### src/core/pmm_pkg.sv
// shared constants and carrier types of the monitor limit and identification registers
package pmm_pkg;

  // ----------------------------------------------------------------
  // register pointers
  // ----------------------------------------------------------------
  localparam logic [7:0] PMM_REG_BUS_HIGH   = 8'h0E;
  localparam logic [7:0] PMM_REG_BUS_LOW    = 8'h0F;
  localparam logic [7:0] PMM_REG_TEMP_LIMIT = 8'h10;
  localparam logic [7:0] PMM_REG_POWER      = 8'h11;
  localparam logic [7:0] PMM_REG_MAKER      = 8'h3E;
  localparam logic [7:0] PMM_REG_PART       = 8'h3F;

  // ----------------------------------------------------------------
  // field layouts and reset values
  // ----------------------------------------------------------------
  localparam int          PMM_BUS_FIELD_W    = 15;
  localparam int          PMM_TEMP_FIELD_W   = 12;
  localparam int          PMM_TEMP_FIELD_LSB = 4;
  localparam int          PMM_POWER_FIELD_W  = 16;
  localparam int          PMM_POWER_RES_W    = 24;
  localparam int          PMM_POWER_SHIFT    = 8;
  localparam logic [14:0] PMM_BUS_HIGH_RST   = 15'h7FFF;
  localparam logic [14:0] PMM_BUS_LOW_RST    = 15'h0000;
  localparam logic [11:0] PMM_TEMP_RST       = 12'h7FF;
  localparam logic [15:0] PMM_POWER_RST      = 16'hFFFF;

  // ----------------------------------------------------------------
  // result scaling
  // ----------------------------------------------------------------
  localparam logic [13:0] PMM_SHUNT_NV_WIDE   = 14'd5000;
  localparam logic [13:0] PMM_SHUNT_NV_NARROW = 14'd1250;
  localparam logic [11:0] PMM_BUS_UV_PER_LSB  = 12'd3125;
  localparam logic [7:0]  PMM_TEMP_MC_PER_LSB = 8'd125;

  // ----------------------------------------------------------------
  // serial link
  // ----------------------------------------------------------------
  localparam logic [3:0] PMM_BITS_PER_BYTE = 4'd8;

  typedef enum logic [2:0] {
    PMM_ST_IDLE     = 3'b000,
    PMM_ST_ADDR     = 3'b001,
    PMM_ST_ADDR_ACK = 3'b011,
    PMM_ST_RX       = 3'b010,
    PMM_ST_RX_ACK   = 3'b110,
    PMM_ST_TX       = 3'b111,
    PMM_ST_TX_ACK   = 3'b101
  } pmm_state_e;

  typedef struct packed {
    logic        valid;
    logic [23:0] value;
  } pmm_meas_s;

  typedef struct packed {
    logic bus_high;
    logic bus_low;
    logic temp_high;
    logic power_high;
  } pmm_flags_s;

endpackage

### src/core/pmm_compare.sv
// greater-than comparator, signed or unsigned
`timescale 1ns/1ps
module pmm_compare
  import pmm_pkg::*;
#(
  parameter int W      = 16,
  parameter bit SIGNED = 1'b0
) (
  // operands
  input  wire logic [W-1:0] a_i,
  input  wire logic [W-1:0] b_i,
  // a above b
  output logic              gt_o
);

  assign gt_o = SIGNED ? ($signed(a_i) > $signed(b_i)) : (a_i > b_i);

endmodule

### src/core/pmm_limit_regs.sv
// limit and identification registers behind a two-wire serial slave
`timescale 1ns/1ps
module pmm_limit_regs
  import pmm_pkg::*;
#(
  parameter logic [6:0]  SLAVE_ADDR = 7'h40,
  parameter logic [15:0] MAKER_CODE = 16'h4142,  // arbitrary value
  parameter logic [11:0] PART_CODE  = 12'h5A5,   // arbitrary value
  parameter logic [3:0]  REVISION   = 4'h2       // arbitrary value
) (
  // clock and reset
  input  wire logic        CORE_CLK_I,
  input  wire logic        RSTN_I,
  // serial pins
  input  wire logic        SCL_I,
  input  wire logic        SDA_I,
  output logic             SDA_O,
  output logic             SDA_OE_O,
  // measurement results
  input  wire logic        SHUNT_RANGE_SELECT_I,
  input  wire pmm_meas_s   SHUNT_RESULT_I,
  input  wire pmm_meas_s   BUS_RESULT_I,
  input  wire pmm_meas_s   TEMP_RESULT_I,
  input  wire pmm_meas_s   POWER_RESULT_I,
  // limit events and scaled results
  output pmm_flags_s       FLAGS_O,
  output logic [29:0]      SHUNT_VOLTAGE_NV_O,
  output logic [27:0]      BUS_VOLTAGE_UV_O,
  output logic [19:0]      CHIP_TEMPERATURE_MC_O
);

  // ----------------------------------------------------------------
  // pin conditioning
  // ----------------------------------------------------------------
  logic scl_f;
  logic sda_f;
  logic scl_prev_q;
  logic sda_prev_q;

  pmm_pin_sync #(.RST_VAL(1'b1)) u_scl_sync (
    .clk_i   (CORE_CLK_I),
    .rstn_i  (RSTN_I),
    .pin_i   (SCL_I),
    .level_o (scl_f)
  );

  pmm_pin_sync #(.RST_VAL(1'b1)) u_sda_sync (
    .clk_i   (CORE_CLK_I),
    .rstn_i  (RSTN_I),
    .pin_i   (SDA_I),
    .level_o (sda_f)
  );

  logic scl_rise;
  logic scl_fall;
  logic bus_start;
  logic bus_stop;

  assign scl_rise  = scl_f & ~scl_prev_q;
  assign scl_fall  = ~scl_f & scl_prev_q;
  assign bus_start = scl_f & scl_prev_q & sda_prev_q & ~sda_f;
  assign bus_stop  = scl_f & scl_prev_q & ~sda_prev_q & sda_f;

  // ----------------------------------------------------------------
  // threshold storage
  // ----------------------------------------------------------------
  logic [14:0] bus_high_threshold_q;
  logic [14:0] bus_high_threshold_d;
  logic [14:0] bus_low_threshold_q;
  logic [14:0] bus_low_threshold_d;
  logic [11:0] temperature_threshold_field_q;
  logic [11:0] temperature_threshold_field_d;
  logic [15:0] power_threshold_field_q;
  logic [15:0] power_threshold_field_d;

  logic        wr_en;
  logic [15:0] wr_data;
  logic [7:0]  ptr_q;
  logic [15:0] rd_data;

  always_comb begin
    rd_data = 16'h0000;
    if (ptr_q == PMM_REG_BUS_HIGH) begin
      rd_data = {1'b0, bus_high_threshold_q};
    end else if (ptr_q == PMM_REG_BUS_LOW) begin
      rd_data = {1'b0, bus_low_threshold_q};
    end else if (ptr_q == PMM_REG_TEMP_LIMIT) begin
      rd_data = {temperature_threshold_field_q, {PMM_TEMP_FIELD_LSB{1'b0}}};
    end else if (ptr_q == PMM_REG_POWER) begin
      rd_data = power_threshold_field_q;
    end else if (ptr_q == PMM_REG_MAKER) begin
      rd_data = MAKER_CODE;
    end else if (ptr_q == PMM_REG_PART) begin
      rd_data = {PART_CODE, REVISION};
    end
  end

  always_comb begin
    bus_high_threshold_d          = bus_high_threshold_q;
    bus_low_threshold_d           = bus_low_threshold_q;
    temperature_threshold_field_d = temperature_threshold_field_q;
    power_threshold_field_d       = power_threshold_field_q;
    // writes to identification or unmapped pointers are dropped
    if (wr_en) begin
      if (ptr_q == PMM_REG_BUS_HIGH) begin
        bus_high_threshold_d = wr_data[14:0];
      end else if (ptr_q == PMM_REG_BUS_LOW) begin
        bus_low_threshold_d = wr_data[14:0];
      end else if (ptr_q == PMM_REG_TEMP_LIMIT) begin
        temperature_threshold_field_d = wr_data[15:PMM_TEMP_FIELD_LSB];
      end else if (ptr_q == PMM_REG_POWER) begin
        power_threshold_field_d = wr_data;
      end
    end
  end

  always_ff @(posedge CORE_CLK_I) begin
    if (!RSTN_I) begin
      bus_high_threshold_q          <= PMM_BUS_HIGH_RST;
      bus_low_threshold_q           <= PMM_BUS_LOW_RST;
      temperature_threshold_field_q <= PMM_TEMP_RST;
      power_threshold_field_q       <= PMM_POWER_RST;
    end else begin
      bus_high_threshold_q          <= bus_high_threshold_d;
      bus_low_threshold_q           <= bus_low_threshold_d;
      temperature_threshold_field_q <= temperature_threshold_field_d;
      power_threshold_field_q       <= power_threshold_field_d;
    end
  end

  // ----------------------------------------------------------------
  // serial slave
  // ----------------------------------------------------------------
  pmm_state_e  st_q;
  pmm_state_e  st_d;
  logic [3:0]  bit_q;
  logic [3:0]  bit_d;
  logic [7:0]  shift_q;
  logic [7:0]  shift_d;
  logic        rw_q;
  logic        rw_d;
  logic [7:0]  ptr_d;
  logic [1:0]  byte_q;
  logic [1:0]  byte_d;
  logic [7:0]  msb_q;
  logic [7:0]  msb_d;
  logic [15:0] tx_q;
  logic [15:0] tx_d;
  logic        half_q;
  logic        half_d;
  logic        oe_q;
  logic        oe_d;
  logic        mack_q;
  logic        mack_d;

  assign wr_data = {msb_q, shift_q};

  always_comb begin
    st_d   = st_q;
    bit_d  = bit_q;
    shift_d = shift_q;
    rw_d   = rw_q;
    ptr_d  = ptr_q;
    byte_d = byte_q;
    msb_d  = msb_q;
    tx_d   = tx_q;
    half_d = half_q;
    oe_d   = oe_q;
    mack_d = mack_q;
    wr_en  = 1'b0;
    if (bus_stop) begin
      st_d = PMM_ST_IDLE;
      oe_d = 1'b0;
    end else if (bus_start) begin
      // repeated start keeps the pointer so a read can follow a pointer write
      st_d   = PMM_ST_ADDR;
      bit_d  = 4'd0;
      byte_d = 2'd0;
      oe_d   = 1'b0;
    end else begin
      case (st_q)
        PMM_ST_IDLE: begin
          oe_d = 1'b0;
        end
        PMM_ST_ADDR, PMM_ST_RX: begin
          if (scl_rise && bit_q != PMM_BITS_PER_BYTE) begin
            shift_d = {shift_q[6:0], sda_f};
            bit_d   = bit_q + 4'd1;
          end else if (scl_fall && bit_q == PMM_BITS_PER_BYTE) begin
            if (st_q == PMM_ST_ADDR) begin
              if (shift_q[7:1] == SLAVE_ADDR) begin
                oe_d = 1'b1;
                rw_d = shift_q[0];
                st_d = PMM_ST_ADDR_ACK;
              end else begin
                st_d = PMM_ST_IDLE;
              end
            end else begin
              oe_d = 1'b1;
              st_d = PMM_ST_RX_ACK;
              case (byte_q)
                2'd0: begin
                  ptr_d  = shift_q;
                  byte_d = 2'd1;
                end
                2'd1: begin
                  msb_d  = shift_q;
                  byte_d = 2'd2;
                end
                default: begin
                  wr_en  = 1'b1;
                  byte_d = 2'd1;
                end
              endcase
            end
          end
        end
        PMM_ST_ADDR_ACK: begin
          if (scl_fall) begin
            if (rw_q) begin
              tx_d   = rd_data;
              oe_d   = ~rd_data[15];
              bit_d  = 4'd1;
              half_d = 1'b0;
              st_d   = PMM_ST_TX;
            end else begin
              oe_d  = 1'b0;
              bit_d = 4'd0;
              st_d  = PMM_ST_RX;
            end
          end
        end
        PMM_ST_RX_ACK: begin
          if (scl_fall) begin
            oe_d  = 1'b0;
            bit_d = 4'd0;
            st_d  = PMM_ST_RX;
          end
        end
        PMM_ST_TX: begin
          if (scl_fall) begin
            if (bit_q == PMM_BITS_PER_BYTE) begin
              oe_d = 1'b0;
              st_d = PMM_ST_TX_ACK;
            end else begin
              tx_d  = {tx_q[14:0], 1'b0};
              oe_d  = ~tx_q[14];
              bit_d = bit_q + 4'd1;
            end
          end
        end
        PMM_ST_TX_ACK: begin
          if (scl_rise) begin
            mack_d = ~sda_f;
          end else if (scl_fall) begin
            if (!mack_q) begin
              st_d = PMM_ST_IDLE;
            end else if (half_q) begin
              // reads past the low byte repeat the same register
              tx_d   = rd_data;
              oe_d   = ~rd_data[15];
              half_d = 1'b0;
              bit_d  = 4'd1;
              st_d   = PMM_ST_TX;
            end else begin
              tx_d   = {tx_q[14:0], 1'b0};
              oe_d   = ~tx_q[14];
              half_d = 1'b1;
              bit_d  = 4'd1;
              st_d   = PMM_ST_TX;
            end
          end
        end
        default: begin
          st_d = PMM_ST_IDLE;
          oe_d = 1'b0;
        end
      endcase
    end
  end

  always_ff @(posedge CORE_CLK_I) begin
    if (!RSTN_I) begin
      st_q       <= PMM_ST_IDLE;
      bit_q      <= 4'd0;
      shift_q    <= 8'h00;
      rw_q       <= 1'b0;
      ptr_q      <= 8'h00;
      byte_q     <= 2'd0;
      msb_q      <= 8'h00;
      tx_q       <= 16'h0000;
      half_q     <= 1'b0;
      oe_q       <= 1'b0;
      mack_q     <= 1'b0;
      scl_prev_q <= 1'b1;
      sda_prev_q <= 1'b1;
    end else begin
      st_q       <= st_d;
      bit_q      <= bit_d;
      shift_q    <= shift_d;
      rw_q       <= rw_d;
      ptr_q      <= ptr_d;
      byte_q     <= byte_d;
      msb_q      <= msb_d;
      tx_q       <= tx_d;
      half_q     <= half_d;
      oe_q       <= oe_d;
      mack_q     <= mack_d;
      scl_prev_q <= scl_f;
      sda_prev_q <= sda_f;
    end
  end

  // open drain: the pad only ever pulls low
  assign SDA_O    = 1'b0;
  assign SDA_OE_O = oe_q;

  // ----------------------------------------------------------------
  // limit comparison and result scaling
  // ----------------------------------------------------------------
  logic bus_above;
  logic bus_below;
  logic temp_above;
  logic power_above;

  pmm_compare #(.W(16), .SIGNED(1'b0)) u_bus_high_cmp (
    .a_i  (BUS_RESULT_I.value[15:0]),
    .b_i  ({1'b0, bus_high_threshold_q}),
    .gt_o (bus_above)
  );

  pmm_compare #(.W(16), .SIGNED(1'b0)) u_bus_low_cmp (
    .a_i  ({1'b0, bus_low_threshold_q}),
    .b_i  (BUS_RESULT_I.value[15:0]),
    .gt_o (bus_below)
  );

  pmm_compare #(.W(PMM_TEMP_FIELD_W), .SIGNED(1'b1)) u_temp_cmp (
    .a_i  (TEMP_RESULT_I.value[11:0]),
    .b_i  (temperature_threshold_field_q),
    .gt_o (temp_above)
  );

  pmm_compare #(.W(PMM_POWER_RES_W), .SIGNED(1'b0)) u_power_cmp (
    .a_i  (POWER_RESULT_I.value),
    .b_i  ({power_threshold_field_q, {PMM_POWER_SHIFT{1'b0}}}),
    .gt_o (power_above)
  );

  pmm_flags_s  flags_q;
  pmm_flags_s  flags_d;
  logic [29:0] shunt_nv_q;
  logic [29:0] shunt_nv_d;
  logic [27:0] bus_uv_q;
  logic [27:0] bus_uv_d;
  logic [19:0] temp_mc_q;
  logic [19:0] temp_mc_d;
  logic [13:0] shunt_scale;

  assign shunt_scale = SHUNT_RANGE_SELECT_I ? PMM_SHUNT_NV_NARROW : PMM_SHUNT_NV_WIDE;

  always_comb begin
    shunt_nv_d = shunt_nv_q;
    bus_uv_d   = bus_uv_q;
    temp_mc_d  = temp_mc_q;
    // flags are one-cycle events, registered one cycle after the valid result
    flags_d.bus_high   = BUS_RESULT_I.valid & bus_above;
    flags_d.bus_low    = BUS_RESULT_I.valid & bus_below;
    flags_d.temp_high  = TEMP_RESULT_I.valid & temp_above;
    flags_d.power_high = POWER_RESULT_I.valid & power_above;
    // operands are widened to the product width so no partial product is lost
    if (SHUNT_RESULT_I.valid) begin
      shunt_nv_d = $signed({{14{SHUNT_RESULT_I.value[15]}}, SHUNT_RESULT_I.value[15:0]}) *
                   $signed({16'h0000, shunt_scale});
    end
    if (BUS_RESULT_I.valid) begin
      bus_uv_d = {12'h000, BUS_RESULT_I.value[15:0]} *
                 {16'h0000, PMM_BUS_UV_PER_LSB};
    end
    if (TEMP_RESULT_I.valid) begin
      temp_mc_d = $signed({{8{TEMP_RESULT_I.value[11]}}, TEMP_RESULT_I.value[11:0]}) *
                  $signed({12'h000, PMM_TEMP_MC_PER_LSB});
    end
  end

  always_ff @(posedge CORE_CLK_I) begin
    if (!RSTN_I) begin
      flags_q    <= '0;
      shunt_nv_q <= 30'h0;
      bus_uv_q   <= 28'h0;
      temp_mc_q  <= 20'h0;
    end else begin
      flags_q    <= flags_d;
      shunt_nv_q <= shunt_nv_d;
      bus_uv_q   <= bus_uv_d;
      temp_mc_q  <= temp_mc_d;
    end
  end

  assign FLAGS_O               = flags_q;
  assign SHUNT_VOLTAGE_NV_O    = shunt_nv_q;
  assign BUS_VOLTAGE_UV_O      = bus_uv_q;
  assign CHIP_TEMPERATURE_MC_O = temp_mc_q;

endmodule

### src/core/pmm_pin_sync.sv
// three-stage pin synchroniser with agreement filter
`timescale 1ns/1ps
module pmm_pin_sync
  import pmm_pkg::*;
#(
  parameter logic RST_VAL = 1'b1
) (
  // clock and reset
  input  wire logic clk_i,
  input  wire logic rstn_i,
  // pin and filtered level
  input  wire logic pin_i,
  output logic      level_o
);

  logic [2:0] ff_q;
  logic [2:0] ff_d;
  logic       level_q;
  logic       level_d;

  always_comb begin
    ff_d    = {ff_q[1:0], pin_i};
    level_d = level_q;
    // a change counts only once stages two and three agree
    if (ff_q[1] == ff_q[2]) begin
      level_d = ff_q[2];
    end
  end

  always_ff @(posedge clk_i) begin
    if (!rstn_i) begin
      ff_q    <= {3{RST_VAL}};
      level_q <= RST_VAL;
    end else begin
      ff_q    <= ff_d;
      level_q <= level_d;
    end
  end

  assign level_o = level_q;

endmodule

### config.mk
export PLATFORM = sky130hd
export DESIGN_NAME = pmm_limit_regs
export DESIGN_NICKNAME = d
export VERILOG_FILES = /design/src/core/pmm_pkg.sv /design/src/core/pmm_compare.sv /design/src/core/pmm_limit_regs.sv /design/src/core/pmm_pin_sync.sv
export SDC_FILE = /design/constraint.sdc
export NUM_CORES = 1
export LEC_CHECK = 0
export ABC_CLOCK_PERIOD_IN_PS = 14800
export BUFFER_PORTS_ARGS = -buffer_cell sky130_fd_sc_hd__buf_2
export CAP_MARGIN = 20
export CORE_ASPECT_RATIO = 1.5
export CORE_MARGIN = 1
export CORE_UTILIZATION = 40
export DETAILED_ROUTE_END_ITERATION = 7
export GPL_TIMING_DRIVEN = 0
export SLEW_MARGIN = 40
export SYNTH_ARGS = -nofsm -noshare
export SYNTH_HDL_FRONTEND = slang
export SYNTH_SLANG_ARGS = --single-unit
### constraint.sdc
create_clock -name CORE_CLK_I -period 14.8 [get_ports CORE_CLK_I]
set_input_delay 0 -clock CORE_CLK_I [delete_from_list [all_inputs] [get_ports CORE_CLK_I]]
set_output_delay 0 -clock CORE_CLK_I [all_outputs]
set_load 0.02 [all_outputs]
-- After elaboration in Yosys (flattened, before gate mapping)
Cells that the tools add are included.
- input port bits: 105
- register bits: 202
- logic and storage cells: 211
- output and inout bits: 84
- muxes and demuxes: 75
- $mul: 3
- $lt $le $gt $ge: 4
- equal/unequal tests: 44
- reductions and logical operators: 29
- bitwise gates (word level): 26
- $add $sub $neg: 1
- operator list (cell ; count):
    two-way mux 15 bit ; 10
    two-way mux 16 bit ; 4
    case mux 15 bit (3 select lines) ; 1
    two-way mux 4 bit ; 9
    inequality test 3 bit, second input constant ; 12
    two-way mux 3 bit ; 11
    multiplier 16 x 14 -> 30 bit ; 1
    multiplier 16 x 12 -> 28 bit, second input constant ; 1
    two-way mux 1 bit ; 28
    inequality test 2 bit, second input constant ; 14
    AND reduction 9 bit ; 3
    > comparator 24 bit ; 1
    AND reduction 7 bit ; 3
    multiplier 12 x 8 -> 20 bit, second input constant ; 1
    case mux 4 bit (5 select lines) ; 1
    AND reduction 10 bit ; 2
    case mux 3 bit (6 select lines) ; 1
    == test 8 x 4 -> 1 bit, second input constant ; 2
    == test 8 x 5 -> 1 bit, second input constant ; 2
    == test 8 x 6 -> 1 bit, second input constant ; 2
    > comparator 15 x 16 -> 1 bit ; 1
    > comparator 16 x 15 -> 1 bit ; 1
    NOT 1 bit ; 15
    two-way mux 2 bit ; 7
    27 further kinds ; 49

-- Logic depth before layout (Yosys ltp)
- depth after elaboration: 13
- depth in mapped cells: 22
- depth with buffers taken out: 20

-- Modules after synthesis
Synthesis repeated with hierarchy kept, for this count alone.
- cells, all modules: 2297
- area total of the unflattened synthesis: 20319.5 µm²
- by module, submodules not included (module ; area an instance (µm²) ; seq. area each (µm²) ; cells an instance ; instances):
    pmm_limit_regs ; 18322.6 ; 3863.7 ; 2042 ; 1
    pmm_compare (u_bus_high_cmp ...) ; 406.6 ; 0.0 ; 56 ; 2
    pmm_compare (u_power_cmp) ; 628.1 ; 0.0 ; 82 ; 1
    pmm_compare (u_temp_cmp) ; 330.3 ; 0.0 ; 41 ; 1
    pmm_pin_sync ; 112.6 ; 80.1 ; 10 ; 2

-- Worst setup path after synthesis
OpenSTA, ideal clock, no wires.
- path kind: input -> register
- start point: in SHUNT_RANGE_SELECT_I
- end point: reg shunt_nv_q[29] (netlist: SHUNT_VOLTAGE_NV_O[29])
- stages: 19
- slack: 9641 ps
- library setup time: 131 ps
- path buffers: 2
- required time: 14669 ps
- arrival time: 5028 ps
- path through: clkbuf_1 -> clkbuf_1 -> nand2_1 -> inv_1 -> fa_1 -> fa_1 -> fa_1 -> fa_1 -> fa_1 -> ha_1 -> ha_1 -> a21oi_1 -> nor2_1 -> nor3b_1 -> o21ai_1 -> a211oi_1 -> o21ai_1 -> xnor2_1 -> a21oi_1
- longest elaborated chain between the ends: 2
- RTL lines (what ; RTL line ; text):
    start: declaration ; pmm_limit_regs.sv:20 ; input wire logic SHUNT_RANGE_SELECT_I,
    two-way mux 13 bit ; pmm_limit_regs.sv:360 ; assign shunt_scale = SHUNT_RANGE_SELECT_I ? PMM_SHUNT_NV_NARROW : PMM_SHUNT_NV_WIDE;
    multiplier 16 x 14 -> 30 bit ; pmm_limit_regs.sv:373 ; shunt_nv_d = $signed({{14{SHUNT_RESULT_I.value[15]}}, SHUNT_RESULT_I.value[15:0]}) *
    end signal: assignment ; pmm_limit_regs.sv:394 ; shunt_nv_q <= shunt_nv_d;
    end: declaration ; pmm_limit_regs.sv:352 ; logic [29:0] shunt_nv_q;
Every way passes these cells.
A chain may end at the register's enable or synchronous reset.

-- Final worst setup path
Ends and elaborated chain as after synthesis.

==> summary.md <==
| Metric | Value |
|---|---|
| Total of warnings raised by yosys | 0 |
| Half-perimeter wire length after detailed placement | ~45000 um |
| Die Footprint | approximately 50000 um2 |
| Async set-or-reset flop fraction in the synthesized netlist | 0 |
| Logic gate share of total power | 0.661 |
| Number of buffer cells added on primary ports | roughly 150 |
| Number of design rule violations left after detail routing | 4 |
| Core area | slightly below 50000 um2 |
| Mean Syn Cell Area | around 9.3 um2 |
| RSZ-0062 raised after global routing | false |
| Flip-flop and latch count after synthesis | approximately 200 |
| Distinct cell type count of the synthesized netlist | 76 |
| Min Tclk post-route | 5.87 ns |
| Share of post-route cells with drive strength above 1 | 0.0984 |
| Boundary pin count | around 190 |
| Number of enable-type register cells in the synthesized netlist | 0 |
| Overall track demand over capacity in global routing | 0.219 |
| Count of non-filler cells in the finished layout | ~3000 |
| # nets final | roughly 2900 |
| Final worst-path cycle share | 0.397 |
| Total net switching power | ~1.7 mW |
| Setup-failing EPs final | 0 |
| Worst slack at placement | between 8 and 9 ns |
| Max Cap Viol | 0 |
| Number of cells in the design after placement | roughly 2900 |
| Final WL | around 54000 um |
| Wire length of the first global-routing pass | 85600 um |
| Post-cts gate resize count | 0 |
| Critical Path Sink Type | flip-flop |
| Synth Flop Type | dfxtp_1 |
| Vertical extent of the die | 273 um |
| Type of the worst setup path | primary input to flip-flop |
| Clock Root Buffer | clkbuf_16 |
| DR pass1 iterations | 7 |
| Measured slew at the worst slew-check pin | slightly above 0.8 ns |
| Cells after synthesis | ~2100 |
| Ratio of routed vias to standard cells | a little over 5 |
| Cell internal power dissipation | approximately 2.1 mW |
| Antenna Nets Post-Route | 0 |
| Worst-Skew Late Latency | around 0.55 ns |
| RD Place Congestion | around 0.96 |
| Result of the run | finished with violations |
| CTS tree | built |
| Starting Density | 0.405 |
| Largest net degree at the start of global routing | 14 |
| Number of post-CTS setup repair buffers | 0 |
| Sort of element at the start of the critical path | primary input |
| Htree depth | 1 |
| Number of global-route vias before repair | 16200 |
| Setup slack after layout | between 8 and 9 ns |
| Count of final hold-check violations | 0 |
| Area of the mapped netlist | 19600 um2 |
| Sum of overflow across all layers after global routing | 0 |
| Reg power frac | 0.170 |
| Required time of the critical path | between 15 and 20 ns |
| Worst hold margin | about 0.034 ns |
| Violated checks | design-rule violations |
| Std-Cell Rows | a little under 100 |
| Worst setup skew after layout | around 0.025 ns |
| Commonest cells in the synthesized netlist | ha_1, inv_1, dfxtp_1 |
| Arrival time at the worst endpoint | 6.29 ns |
| Reg clk slew, reported paths | roughly 0.060 ns |
| Cell taking the most area after synthesis | dfxtp_1 |
| Switching part of the total power | 0.449 |
| Number of buffers on the longest clock path | 3 |
| Worst relative slew slack | 0.446 |
| Number of buffers inserted for hold repair after clock tree synthesis | 12 |
| Synth top area share | 0.205 |
| Inserted Clock Buffers | 24 |
| Clock share of power | 0.170 |
| Relative area change from synthesis to final layout | 13.4% |
| Maximum fanout count along the critical path | 10 |
| Worst vdd ir | between 100 and 150 uV |
| Hold/Removal Path Class | primary input to flip-flop |
| Most frequently used cell type in the post-synthesis netlist | ha_1 |
| Static Leak | approximately 11 nW |
| Pwr per Cell Area | 169 nW/um2 |
| Final-layout setup total negative slack | 0 ns |
| Antenna violations before repair | 0 |
| Maximum clock rate | approximately 170 MHz |
| Pins Over Slew Limit | 0 |
| Average wire length per cell after detail routing | roughly 18 um |
| Sequential area share after synthesis | 0.205 |
| Overall die width | 183 um |
| 1st-iter DRT viols | 746 |
| Count of vias placed by the detailed router | around 16000 |
| Num Clock Sinks | about 200 |
| Top post-synthesis cells by area | dfxtp_1, ha_1, fa_1, inv_1, mux2i_1 |
[power by group through the flow]
| stage | clock, mW | sequential (mW) | combinational, mW |
|---|---|---|---|
| 2_1_floorplan | 0 | 0.707 | 1.85 |
| 3_3_place_gp | 0 | 0.650 | 2.46 |
| 3_5_place_dp | 0 | 0.650 | 2.49 |
| 4_1_cts | 0.652 | 0.639 | 2.51 |
| 5_1_grt | 0.673 | 0.644 | 2.82 |
| 6_report | 0.639 | 0.639 | 2.49 |
[flip-flops by register name, summed over array words and instances, names as in the netlist, 12 cells and up]
signal / flops
BUS_VOLTAGE_UV_O: 28
tx_q: 15
temperature_threshold_field_q: 12
CHIP_TEMPERATURE_MC_O: 20
SHUNT_VOLTAGE_NV_O: 29
bus_low_threshold_q: 15
power_threshold_field_q: 16
bus_high_threshold_q: 15
[through the flow]
step | power, mW | instance area [um2] | utilization
4_1_cts | 3.81 | 22300 | 0.459
6_report | 3.77 | 22300 | 0.459
3_5_place_dp | 3.14 | 21300 | 0.439
3_3_place_gp | 3.11 | 21300 | 0.439
5_1_grt | 4.13 | 22300 | 0.459
2_1_floorplan | 2.56 | 19700 | -
[layout make-up]
class                      count  area, um2
multi-input combinational   1585      14400
timing repair buffer         166        891
clock inverter                11        173
fill                        4832      26300
tap                          656        821
inverter                     245        920
sequential                   201       4020
buffer                        97        400
antenna                        2       5.00
clock buffer                  32        671
[cell usage in the layout (no fill, tap or decap), types with 8 or more instances in the layout]
cell type      instances
and2_1                11
buf_2                169
nand2_1              187
inv_1                244
o211a_1               17
dfxtp_1              201
a21o_1                32
o211ai_1              53
o22ai_1                8
xnor2_1               57
o21ai_0               44
a21oi_1               73
xor2_1                15
nor3_1                 9
o21a_1                14
mux2i_1               82
clkbuf_1              71
conb_1                20
nand2b_1              33
nand3_1               28
nor2b_1               99
dlygate4sd3_1         12
ha_1                 314
clkbuf_16             24
a21boi_1              24
a211oi_1              18
fa_1                 182
nand4_1               18
o21bai_1               9
o21ai_1               41
nor2_1                85
[routing by layer]
layer | track usage | part of all wire | routed length (um) | vias up
li1 | - | - | - | 7588
met1 | 0.241 | 0.39 | 21200 | 7490
met2 | 0.418 | 0.53 | 28700 | 372
met3 | 0.0180 | 0.034 | 1830 | 113
met4 | 0.102 | 0.044 | 2380 | 0
met5 | 0 | 0 | 0 | -
[final timing paths]
kind,from,cells after the start,slack (ns),to
setup / recovery,SHUNT_RANGE_SELECT_I,19,8.93,SHUNT_VOLTAGE_NV_O[29]$_SDFFE_PN0P_
hold / removal,SHUNT_RESULT_I[1],5,0.03,SHUNT_VOLTAGE_NV_O[2]$_SDFFE_PN0P_
setup reg to reg,bit_q[0]$_SDFFE_PN0P_,10,12.15,power_threshold_field_q[12]$_SDFFE_PN1P_
hold reg to reg,u_scl_sync.ff_q[0]$_SDFF_PN1_,1,0.41,u_scl_sync.ff_q[1]$_SDFF_PN1_
[worst max-delay path: stages]
cell and delay (ns):
clkbuf_1 0.43, clkbuf_1 0.57, nand2_1 0.26, inv_1 0.18
fa_1 0.46, fa_1 0.56, fa_1 0.45, fa_1 0.52
fa_1 0.49, ha_1 0.31, ha_1 0.39, a21oi_1 0.23
nor2_1 0.07, nor3b_1 0.23, o21ai_1 0.14, a211oi_1 0.47
o21ai_1 0.16, xnor2_1 0.25, a21oi_1 0.10
[cell families after synthesis]
logic type	Yosys count	synth area share
XOR/XNOR	72	0.0321
buffers and inverters	342	0.0669
AO/OA/AOI/OAI	402	0.139
flip-flops	201	0.205
multiplexers	84	0.0429
other	2	0.000382
AND/OR/NAND/NOR	510	0.128
adder cells (fa/ha/maj)	497	0.386
(Power assumes the default switching activity.)
